<file path="config.mk">
export PLATFORM = sky130hd
export DESIGN_NAME = iopd_io
export DESIGN_NICKNAME = d
export VERILOG_FILES = /design/src/design/iopd_pkg.sv /design/src/design/iopd_sync2.sv /design/src/design/iopd_io.sv
export VERILOG_INCLUDE_DIRS = /design/src /design/src/design
export SDC_FILE = /design/constraint.sdc
export NUM_CORES = 1
export LEC_CHECK = 0
export ABC_AREA = 1
export BUFFER_PORTS_ARGS = -buffer_cell sky130_fd_sc_hd__buf_2
export CORE_UTILIZATION = 28
export CTS_BUF_LIST = sky130_fd_sc_hd__clkbuf_8
export DETAILED_ROUTE_END_ITERATION = 12
export GPL_TIMING_DRIVEN = 0
export SYNTH_ARGS = -nofsm -noshare
export SYNTH_HDL_FRONTEND = slang
export SYNTH_HIERARCHICAL = 1
export SYNTH_SLANG_ARGS = --single-unit
</file>
<file path="constraint.sdc">
create_clock -name i_clk -period 3.74 [get_ports i_clk]
set_clock_uncertainty 0.2 [all_clocks]
set_input_delay 0.748 -clock i_clk [delete_from_list [all_inputs] [get_ports i_clk]]
set_output_delay 0.748 -clock i_clk [all_outputs]
set_load 0.1 [all_outputs]
</file>
<file path="src/design/iopd_map.svh">
// Offsets, field positions, codes and timing counts of the I/O block
`ifndef IOPD_MAP_SVH
`define IOPD_MAP_SVH

`define IOPD_CLK_MHZ         125
`define IOPD_A_CTRL          4'h0
`define IOPD_A_SAFE          4'h1
`define IOPD_A_OUTDLY        4'h2
`define IOPD_A_INDLY         4'h3
`define IOPD_A_WDOG          4'h4
`define IOPD_A_RESTORE       4'h5
`define IOPD_A_OUTPD         4'h6
`define IOPD_A_INPD          4'h7
`define IOPD_A_STATUS        4'h8
`define IOPD_A_EMCY_LO       4'h9
`define IOPD_A_EMCY_HI       4'hA
`define IOPD_A_LIVE          4'hB
`define IOPD_A_FW_DATA       4'hC
`define IOPD_A_FW_COUNT      4'hD
`define IOPD_CTRL_DC_BIT     0
`define IOPD_CTRL_BOOT_BIT   1
`define IOPD_CTRL_BUSOK_BIT  2
`define IOPD_EC_CLEAR        16'h0000
`define IOPD_EC_SUPPLY       16'h3000
`define IOPD_EC_TEMP         16'h4001
`define IOPD_ER_SUPPLY_BIT   2
`define IOPD_ER_TEMP_BIT     4
`define IOPD_DIAG_TEMP       8'h06
`define IOPD_FREERUN_DIV     16'h007D
`define IOPD_BLINK_DIV       24'h7A_1200
`define IOPD_WDOG_RESET      32'h00BE_BC20
`define IOPD_RESTORE_KEY     32'h0000_0001

`endif

</file>
<file path="src/design/iopd_pkg.sv">
// Types of the process data and diagnostic block
package iopd_pkg;
  typedef struct packed {
    logic [15:0] code;
    logic [7:0]  err_reg;
    logic [39:0] diag;
  } iopd_emcy_t;
  typedef struct packed {
    logic [3:0]  addr;
    logic [31:0] wdata;
    logic        wr;
    logic        rd;
  } iopd_bus_t;
  typedef enum logic [2:0] {
    IOPD_E_IDLE = 3'b001,
    IOPD_E_SEND = 3'b010,
    IOPD_E_WAIT = 3'b100
  } iopd_est_t;
endpackage

</file>
<file path="src/design/iopd_sync2.sv">
// Two-stage synchroniser for a vector of pins
`timescale 1ns/1ps
module iopd_sync2 #(
  parameter int W = 8
) (
  input  wire logic         i_clk,
  input  wire logic         i_arst_n,
  input  wire logic [W-1:0] i_d,
  output logic      [W-1:0] o_q
);
  logic [W-1:0] meta;
  always_ff @(posedge i_clk or negedge i_arst_n) begin
    if (!i_arst_n) begin
      meta <= '0;
      o_q  <= '0;
    end else begin
      meta <= i_d;
      o_q  <= meta;
    end
  end
endmodule

</file>
<file path="src/design/iopd_io.sv">
// Process data, status word, emergency messages and sync, 8 in / 8 out
//
// Contract
// RULE1 - Output channel n follows bit n-1 of the output byte.
// RULE2 - Input channel n lands in bit n-1 of the input byte.
// RULE3 - Status bit 0 output short, bit 1 output overload, 31..6 zero.
// RULE4 - Status bits 2..5 report actuator and logic supply faults.
// RULE5 - Emergency message is code, error register, five diagnostic bytes.
// RULE6 - Supply faults send 3001..3005, register bit 2, diag 00 n 00 00.
// RULE7 - Overtemperature sends 4001, register bit 4, diag 00 06 00 00.
// RULE8 - Emergency messages are sent unprompted with no confirmation.
// RULE9 - A message is sent when a fault appears and when it leaves.
// RULE10 - When clearing send code 0000, drop the bit, keep diag bytes.
// RULE11 - Two update modes: event driven or clock driven by SYNC0.
// RULE12 - Event driven mode runs free and is the reset default.
// RULE13 - Clock driven mode updates outputs an output delay after SYNC0.
// RULE14 - Clock driven mode samples inputs an input delay after SYNC0.
// RULE15 - Clock driven mode takes effect only after a slave restart.
// RULE16 - Writing 1 to restore object requests defaults at next power up.
// RULE17 - After connection timeout outputs go to the configured safe state.
// RULE18 - After boot the ready indicator is steady or flashing green.
// RULE19 - Firmware image bytes from the file service are accepted.
// RULE20 - Multi-byte values are sent least significant byte first.
// RULE21 - Status bits follow their fault conditions level by level.
`timescale 1ns/1ps
`include "iopd_map.svh"
module iopd_io (
  input  wire logic               i_clk,
  input  wire logic               i_arst_n,
  input  wire iopd_pkg::iopd_bus_t i_bus,
  output logic [31:0]             o_rdata,
  input  wire logic               i_restart,
  input  wire logic               i_sync0,
  input  wire logic [7:0]         i_din,
  input  wire logic [5:0]         i_fault,
  input  wire logic [5:0]         i_supply,
  input  wire logic               i_overtemp,
  output logic [7:0]              o_dout,
  output logic                    o_ready_led,
  output logic                    o_emcy_valid,
  output logic [7:0]              o_emcy_byte,
  output logic                    o_restore_req,
  output logic                    o_fw_valid,
  output logic [7:0]              o_fw_byte
);
  import iopd_pkg::*;

  typedef struct packed {
    logic             dc_sel;
    logic             dc_act;
    logic             booted;
    logic             bus_ok;
    logic [7:0]       safe;
    logic [15:0]      out_dly;
    logic [15:0]      in_dly;
    logic [31:0]      wdog_lim;
    logic [31:0]      wdog_cnt;
    logic             timeout;
    logic             restore;
    logic [7:0]       out_pd;
    logic [7:0]       in_pd;
    logic [7:0]       dout;
    logic [15:0]      free_cnt;
    logic [15:0]      ocnt;
    logic             orun;
    logic [15:0]      icnt;
    logic             irun;
    logic             s0_q;
    logic [5:0]       sup_q;
    logic             tmp_q;
    logic [6:0]       pend;
    logic [7:0]       err_reg;
    iopd_emcy_t       msg;
    iopd_est_t        est;
    logic [2:0]       bidx;
    logic [23:0]      blink_cnt;
    logic             blink;
    logic [7:0]       emb;
    logic             emv;
    logic [7:0]       fwb;
    logic             fwv;
    logic [31:0]      fw_cnt;
    logic [31:0]      rdata;
  } iopd_state_t;

  iopd_state_t st;
  iopd_state_t next_st;
  logic [7:0]  din_s;
  logic        s0_s;
  logic [5:0]  sup_s;
  logic        tmp_s;
  logic [5:0]  flt_s;

  iopd_sync2 #(.W(22)) u_sync (
    .i_clk    (i_clk),
    .i_arst_n (i_arst_n),
    .i_d      ({i_din, i_sync0, i_supply, i_overtemp, i_fault}),
    .o_q      ({din_s, s0_s, sup_s, tmp_s, flt_s})
  );

  // Build message for source k: 0..4 supply, 5 overtemp
  function automatic iopd_emcy_t mk_msg(input logic [2:0] k,
                                        input logic raise,
                                        input logic [7:0] er);
    iopd_emcy_t m;
    m.err_reg = er;
    m.diag    = {8'h00, 8'h00, 8'h00, 5'h00, k + 3'h1, 8'h00}; // [RULE6]
    if (!raise) begin
      m.code = `IOPD_EC_CLEAR;                                   // [RULE10]
    end else if (k == 3'd5) begin
      m.code = `IOPD_EC_TEMP;                                    // [RULE7]
    end else begin
      m.code = `IOPD_EC_SUPPLY + {13'h0000, k + 3'h1};           // [RULE6]
    end
    return m;
  endfunction

  // Byte i of the message as sent, code low byte first
  function automatic logic [7:0] msg_byte(input iopd_emcy_t m,
                                          input logic [2:0] i);
    logic [63:0] w;
    w = {m.diag, m.err_reg, m.code[15:8], m.code[7:0]};          // [RULE20]
    return w[8*i +: 8];
  endfunction

  logic [31:0] status;
  // Level status word, reserved bits zero [RULE3] [RULE4] [RULE21]
  assign status = {26'h000_0000, flt_s};

  always_comb begin
    logic [6:0] cur;
    logic [6:0] chg;
    logic [2:0] k;
    logic       hit;
    logic       upd_o;
    logic       upd_i;
    cur   = '0;
    chg   = '0;
    k     = '0;
    hit   = 1'b0;
    upd_o = 1'b0;
    upd_i = 1'b0;
    next_st = st;
    next_st.emv = 1'b0;
    next_st.fwv = 1'b0;
    next_st.s0_q = s0_s;
    next_st.sup_q = sup_s;
    next_st.tmp_q = tmp_s;

    // Register writes
    if (i_bus.wr) begin
      unique case (i_bus.addr)
        `IOPD_A_CTRL: begin
          next_st.dc_sel = i_bus.wdata[`IOPD_CTRL_DC_BIT];       // [RULE11]
          next_st.booted = i_bus.wdata[`IOPD_CTRL_BOOT_BIT];
          next_st.bus_ok = i_bus.wdata[`IOPD_CTRL_BUSOK_BIT];
        end
        `IOPD_A_SAFE:   next_st.safe     = i_bus.wdata[7:0];
        `IOPD_A_OUTDLY: next_st.out_dly  = i_bus.wdata[15:0];
        `IOPD_A_INDLY:  next_st.in_dly   = i_bus.wdata[15:0];
        `IOPD_A_WDOG:   next_st.wdog_lim = i_bus.wdata;
        `IOPD_A_RESTORE: begin
          if (i_bus.wdata == `IOPD_RESTORE_KEY) begin
            next_st.restore = 1'b1;                              // [RULE16]
          end
        end
        `IOPD_A_OUTPD: next_st.out_pd = i_bus.wdata[7:0];
        `IOPD_A_FW_DATA: begin
          next_st.fwb    = i_bus.wdata[7:0];                     // [RULE19]
          next_st.fwv    = 1'b1;
          next_st.fw_cnt = st.fw_cnt + 32'h0000_0001;
        end
        default: ;
      endcase
    end

    // Mode switch applies only at a restart [RULE15]
    if (i_restart) begin
      next_st.dc_act = st.dc_sel;
    end

    // Connection watchdog, refreshed by each output process data write
    if (i_bus.wr && i_bus.addr == `IOPD_A_OUTPD) begin
      next_st.wdog_cnt = '0;
      next_st.timeout  = !st.timeout && st.wdog_cnt >= st.wdog_lim;
    end else if (st.wdog_cnt >= st.wdog_lim) begin
      next_st.timeout = 1'b1;                                    // [RULE17]
    end else begin
      next_st.wdog_cnt = st.wdog_cnt + 32'h0000_0001;
    end

    // Update timing per mode
    if (!st.dc_act) begin
      next_st.free_cnt = st.free_cnt + 16'h0001;                 // [RULE12]
      if (st.free_cnt >= `IOPD_FREERUN_DIV - 16'h0001) begin
        next_st.free_cnt = '0;
        upd_o = 1'b1;
        upd_i = 1'b1;
      end
    end else begin
      if (s0_s && !st.s0_q) begin
        next_st.orun = 1'b1;
        next_st.ocnt = '0;
        next_st.irun = 1'b1;
        next_st.icnt = '0;
      end else begin
        if (st.orun) begin
          next_st.ocnt = st.ocnt + 16'h0001;
          if (st.ocnt >= st.out_dly) begin
            next_st.orun = 1'b0;
            upd_o = 1'b1;                                        // [RULE13]
          end
        end
        if (st.irun) begin
          next_st.icnt = st.icnt + 16'h0001;
          if (st.icnt >= st.in_dly) begin
            next_st.irun = 1'b0;
            upd_i = 1'b1;                                        // [RULE14]
          end
        end
      end
    end

    if (st.timeout) begin
      next_st.dout = st.safe;                                    // [RULE17]
    end else if (upd_o) begin
      next_st.dout = st.out_pd;                                  // [RULE1]
    end
    if (upd_i) begin
      next_st.in_pd = din_s;                                     // [RULE2]
    end

    // Fault edges queue a message each way [RULE9]
    cur = {1'b0, tmp_s, sup_s[4:0]};
    chg = {1'b0, cur[5:0] ^ {st.tmp_q, st.sup_q[4:0]}};
    next_st.pend = st.pend | chg;

    // Emergency sender, unconfirmed [RULE8]
    unique case (st.est)
      IOPD_E_IDLE: begin
        for (int i = 5; i >= 0; i--) begin
          if (st.pend[i]) begin
            k   = 3'(i);
            hit = 1'b1;
          end
        end
        if (hit) begin
          next_st.pend[k] = chg[k];
          if (k == 3'd5) begin
            next_st.err_reg[`IOPD_ER_TEMP_BIT] = cur[k];         // [RULE7]
          end else begin
            next_st.err_reg[`IOPD_ER_SUPPLY_BIT] =
              |(cur[4:0] & ~(5'h01 << k)) | cur[k];              // [RULE10]
          end
          next_st.msg  = mk_msg(k, cur[k], next_st.err_reg);
          next_st.bidx = '0;
          next_st.est  = IOPD_E_SEND;
        end
      end
      IOPD_E_SEND: begin
        next_st.emb  = msg_byte(st.msg, st.bidx);                // [RULE5]
        next_st.emv  = 1'b1;
        next_st.bidx = st.bidx + 3'h1;
        if (st.bidx == 3'h7) begin
          next_st.est = IOPD_E_WAIT;
        end
      end
      IOPD_E_WAIT: next_st.est = IOPD_E_IDLE;
      default:     next_st.est = IOPD_E_IDLE;
    endcase

    // Ready indicator flash divider [RULE18]
    if (st.blink_cnt >= `IOPD_BLINK_DIV) begin
      next_st.blink_cnt = '0;
      next_st.blink     = ~st.blink;
    end else begin
      next_st.blink_cnt = st.blink_cnt + 24'h00_0001;
    end

    // Read data one cycle after strobe
    next_st.rdata = '0;
    if (i_bus.rd) begin
      unique case (i_bus.addr)
        `IOPD_A_CTRL:    next_st.rdata = {29'h0, st.bus_ok, st.booted,
                                          st.dc_sel};
        `IOPD_A_SAFE:    next_st.rdata = {24'h00_0000, st.safe};
        `IOPD_A_OUTDLY:  next_st.rdata = {16'h0000, st.out_dly};
        `IOPD_A_INDLY:   next_st.rdata = {16'h0000, st.in_dly};
        `IOPD_A_WDOG:    next_st.rdata = st.wdog_lim;
        `IOPD_A_RESTORE: next_st.rdata = {31'h0, st.restore};
        `IOPD_A_OUTPD:   next_st.rdata = {24'h00_0000, st.out_pd};
        `IOPD_A_INPD:    next_st.rdata = {24'h00_0000, st.in_pd};
        `IOPD_A_STATUS:  next_st.rdata = status;                 // [RULE3]
        `IOPD_A_EMCY_LO: next_st.rdata = {st.msg.diag[7:0],
                                          st.msg.err_reg,
                                          st.msg.code};          // [RULE20]
        `IOPD_A_EMCY_HI: next_st.rdata = st.msg.diag[39:8];
        `IOPD_A_LIVE:    next_st.rdata = {28'h000_0000, st.timeout,
                                          st.dc_act, st.est == IOPD_E_IDLE,
                                          st.blink};
        `IOPD_A_FW_COUNT: next_st.rdata = st.fw_cnt;
        default:         next_st.rdata = '0;
      endcase
    end
  end

  always_ff @(posedge i_clk or negedge i_arst_n) begin
    if (!i_arst_n) begin
      st          <= '0;
      st.est      <= IOPD_E_IDLE;
      st.wdog_lim <= `IOPD_WDOG_RESET;
    end else begin
      st <= next_st;
    end
  end

  assign o_rdata       = st.rdata;
  assign o_dout        = st.dout;
  assign o_emcy_valid  = st.emv;
  assign o_emcy_byte   = st.emb;
  assign o_restore_req = st.restore;
  assign o_fw_valid    = st.fwv;
  assign o_fw_byte     = st.fwb;
  // Off before boot; after boot steady when bus is up, flashing otherwise [RULE18]
  assign o_ready_led   = st.booted & (st.bus_ok | st.blink);
endmodule

</file>
Word level (Yosys, flattened, before mapping) --
Index checks and enable logic that the tools add are counted. W data, S select, Z words.
Word-level totals: logic and storage cells 168, bits of input ports 63, register bits after elaboration 376
Operators by class: bitwise operators 8, magnitude comparators 7, add/sub/neg operators 9, muxes and demuxes 57, eq/ne operators 21, shift-type cells 2, reductions and logical operators 26
Operator list (count):
- $pmux W32 S13 | 1
- $mux W33 | 3
- $add A32 B1 Y32 const B | 2
- $mux W32 | 2
- $shiftx A64 B7 Y8 | 1
- $add A16 B1 Y16 const B | 3
- $mux W17 | 2
- $mux W34 | 1
- $eq A32 B1 Y1 const B | 1
- $ge A16 B16 Y1 | 2
- $ge A32 B32 Y1 | 1
- $mux W15 | 2
- $mux W1 | 25
- $add A24 B1 Y24 const B | 1
- $eq A4 B4 Y1 const B | 6
- $ge A24 B23 Y1 const B | 1
- $mux W24 | 1
- $mux W3 | 8
- $reduce_and A2 Y1 | 12
- $eq A4 B3 Y1 const B | 4
- $ge A16 B7 Y1 const B | 1
- $mux W16 | 1
- $mux W8 | 2
- $add A14 B3 Y15 const A | 1
- 29 further kinds | 46

Logic depth before layout (Yosys ltp) --
depth after elaboration 14, depth in mapped cells 17, depth with buffers taken out 16

By module --
The synthesis kept the hierarchy.
Modules (own cells, without submodules):
- iopd_io | cells an instance 2225, instances 1, area an instance 17554.3 µm²
- iopd_sync2 | cells an instance 44, instances 1, area an instance 1101.1 µm²

Worst setup path after synthesis --
No wires, ideal clock.
kind reg2out, start register st[82] in the netlist's numbering, end output port o_ready_led, slack 1.136 ns, required time 2.792 ns, path buffers 0, stages on the path, launching flop included 3, arrival time 1.656 ns, path through dfrtp_1 nor2_1 nor2_1
On the way: longest elaborated chain between the ends 2
Ends and longest elaborated chain:
- start, declared | RTL line iopd_io.sv:86 | iopd_state_t st;
- start signal, assigned | RTL line iopd_io.sv:313 | st <= next_st;
- $or A1 B1 Y1 | RTL line iopd_io.sv:325 | assign o_ready_led = st.booted & (st.bus_ok | st.blink);
- $and A1 B1 Y1 | RTL line iopd_io.sv:325
- end, declared | RTL line iopd_io.sv:39 | output logic o_ready_led,
No other way between the ends.

Worst setup path in the final report --
Ends and elaborated chain as after synthesis.

==> flow_metrics.py <==
metrics = {
    "status": {
        "run_status": "finished, final reports clean",
    },
    "layout": {
        "design.final.nets": 2614,
        "most_common_library_cell_in_the_layout_ignoring_fill_and_taps": "sky130_fd_sc_hd__nand2_1",
        "drive_gt1_frac": 0.138,
        "commonest_non_fill_non_tap_cells_in_the_layout": "sky130_fd_sc_hd__nand2_1 (559), sky130_fd_sc_hd__dfrtp_1 (347), sky130_fd_sc_hd__inv_1 (291), sky130_fd_sc_hd__nor2_1 (215), sky130_fd_sc_hd__o21ai_0 (164)",
        "area_growth_pct": 17.7,
    },
    "clock_network": {
        "insertion_delay_ns": 0.70,
        "cts_htree_levels": 2,
        "cts_tree": "built",
        "clock_path_buffers": 3,
        "count_of_cells_resized_by_post_cts_repair": 0,
        "clk_transition_reported_paths_ns": 0.06,
        "clk_root_buffer_cell": "sky130_fd_sc_hd__clkbuf_8",
        "cts.sink_count": 360,
        "cts_inserted_buffers": 60,
    },
    "routing": {
        "drt.antenna.violating_nets": 0,
        "routed_via_density": 4.64,
        "totalWireLength_um": 55000,
        "remaining_drc_errors": 0,
        "drtIter0Drc": 1378,
        "drt_pass1_iterations": 7,
        "detailroute.via_count": 15700,
        "post_drt_wl_per_cell_um": 16.2,
    },
    "grt": {
        "maximum_number_of_pins_on_one_net_before_global_route_repair": 121,
        "first_global_vias": 15000,
        "grt_remaining_overflow": 0,
        "globalRouteMet2Util": 0.244,
        "global_route.peak_usage_layer": "met2",
        "groute.layer.met3.usage": 0.0379,
        "number_of_antenna_violations_at_the_first_check_in_global_routing": 10,
        "met1_usage": 0.225,
        "grt_use_total": 0.163,
        "grt_first_pass_wirelength_um": 85400,
    },
    "sta": {
        "setup_repair_after_global_routing_missed_its_margin": "false",
        "drv_slew": 0,
        "max_freq_ghz": 0.328,
        "final.period_utilization": 0.814,
        "maxSlewHeadroom": 0.529,
        "max_slew.worst_pin.slew_ns": 0.706,
        "fin_ws_ns": 0.694,
        "setup_viol_count_final": 0,
        "finalWorstPathRequiredPeriod_ns": 3.05,
        "hold_violations": 0,
    },
    "pwr": {
        "ir_drop_v": 0.000287,
        "leakage_nw": 10.9,
        "power-per-cell-area_mw_per_mm2": 553,
        "total_power_mw": 12.1,
    },
    "synthesis": {
        "syn_avg_cell_area_um2": 8.21,
        "synth.yosys.warnings": 6,
        "post_synth_inst_count": 2267,
        "syn-cell-area_mm2": 0.0186,
    },
    "critical_path": {
        "required_time_at_the_worst_slack_endpoint_ns": 2.79,
        "worstReg2RegEnd": "st[300]",
        "timing_worst_setup_path_type": "register to output pin",
        "critPathMaxFanout": 3,
        "worst_r2r_startpoint": "st[319]",
        "r2r_slack_ns": 1.07,
        "cp-start-kind": "register",
        "rr_worst_depth": 12,
        "worstSetupEndpointType": "output pin",
        "worstPathArrival_ns": 2.10,
    },
    "worst_hold_path": {
        "hold-path-cell-count": 1,
        "min_delay_worst_endpoint": "u_sync/meta[18]",
        "start_point_of_the_worst_min_delay_path": "i_din[4]",
        "holdCritPathClass": "input port to register",
    },
    "die": {
        "rows": 94,
        "effective_utilization_at_floorplan": 0.283,
        "die_height_um": 260,
        "dieArea_mm2": 0.0675,
        "i_o_pin_count": 123,
        "core_area_mm2": 0.0657,
        "die_width_um": 260,
    },
    "placement": {
        "portBuffers": 118,
        "preCtsSetupSlack_ns": 0.793,
        "hpwlAfterDp_um": 41900,
        "routabilityCongestion": 0.899,
    },
    "run": {
        "maxCapViolations": 0,
    },
}
## power by group
| part | internal, mW | leakage (nW) | switching, mW |
|---|---|---|---|
| clock network | 2.05 | 0.739 | 1.70 |
| logic | 0.972 | 5.61 | 2.30 |
| registers | 4.53 | 4.57 | 0.554 |
## stage by stage
step	hold slack (ns)	setup TNS (ns)	instances	cell area [um2]	util
floorplan	0.131	0	2269	18600	-
global placement	0.132	-1972.46	3251	20300	0.309
detailed placement	0.135	0	3254	20400	0.310
CTS	0.00186	0	3386	21900	0.333
global route	0.0122	0	3387	21900	0.333
finish	0.0486	0	3390	21900	0.333
## routing by layer
| layer | wire (um) | part of all wire |
|---|---|---|
| met2 | 23700 | 0.43 |
| met4 | 2000 | 0.036 |
| met5 | 50 | 0.00091 |
| met3 | 4100 | 0.075 |
| met1 | 25100 | 0.46 |
## worst max-delay path by stage
stage | startpoint | endpoint | cells past startpoint | slack [ns]
final | st[82] | o_ready_led | 3 | 0.69
after floorplan | st[82] | o_ready_led | 2 | 1.14
after global placement | i_arst_n | st[199] | 1 | -5.63
after global routing | st[82] | o_ready_led | 3 | 0.65
after CTS | st[82] | o_ready_led | 3 | 0.75
after detailed placement | i_bus[35] | o_rdata[0] | 8 | 0.79
## sequential cells by signal, summed over array words and instances, names as in the netlist, 6 cells and up
| register | count |
|---|---|
| o_dout | 8 |
| o_emcy_byte | 6 |
| o_fw_byte | 8 |
| o_rdata | 32 |
| st | 261 |
| u_sync/meta | 21 |
| u_sync/o_q | 21 |
## critical path: stages, from the launching register on
cell	delay, ns
sky130_fd_sc_hd__dfrtp_1	0.47
sky130_fd_sc_hd__nor2_1	0.07
sky130_fd_sc_hd__nor2_1	0.38
sky130_fd_sc_hd__buf_2	0.53
## layout make-up
cell class | count | area (um2)
Inverter | 282 | 1060
Clock inverter | 28 | 150
Buffer | 106 | 633
Fill cell | 6938 | 43900
Multi-Input combinational cell | 1521 | 7900
Tap cell | 864 | 1080
Clock buffer | 84 | 1160
Antenna cell | 4 | 10.0
Timing Repair Buffer | 141 | 883
Sequential cell | 360 | 9020
## timing repair
action                     4_1_cts  5_1_grt
setup endpoints to repair        0        0
hold endpoints to repair        72        0
hold buffers                    20        0
buffers inserted                 0        0
Power figures use the tool's default switching activity.
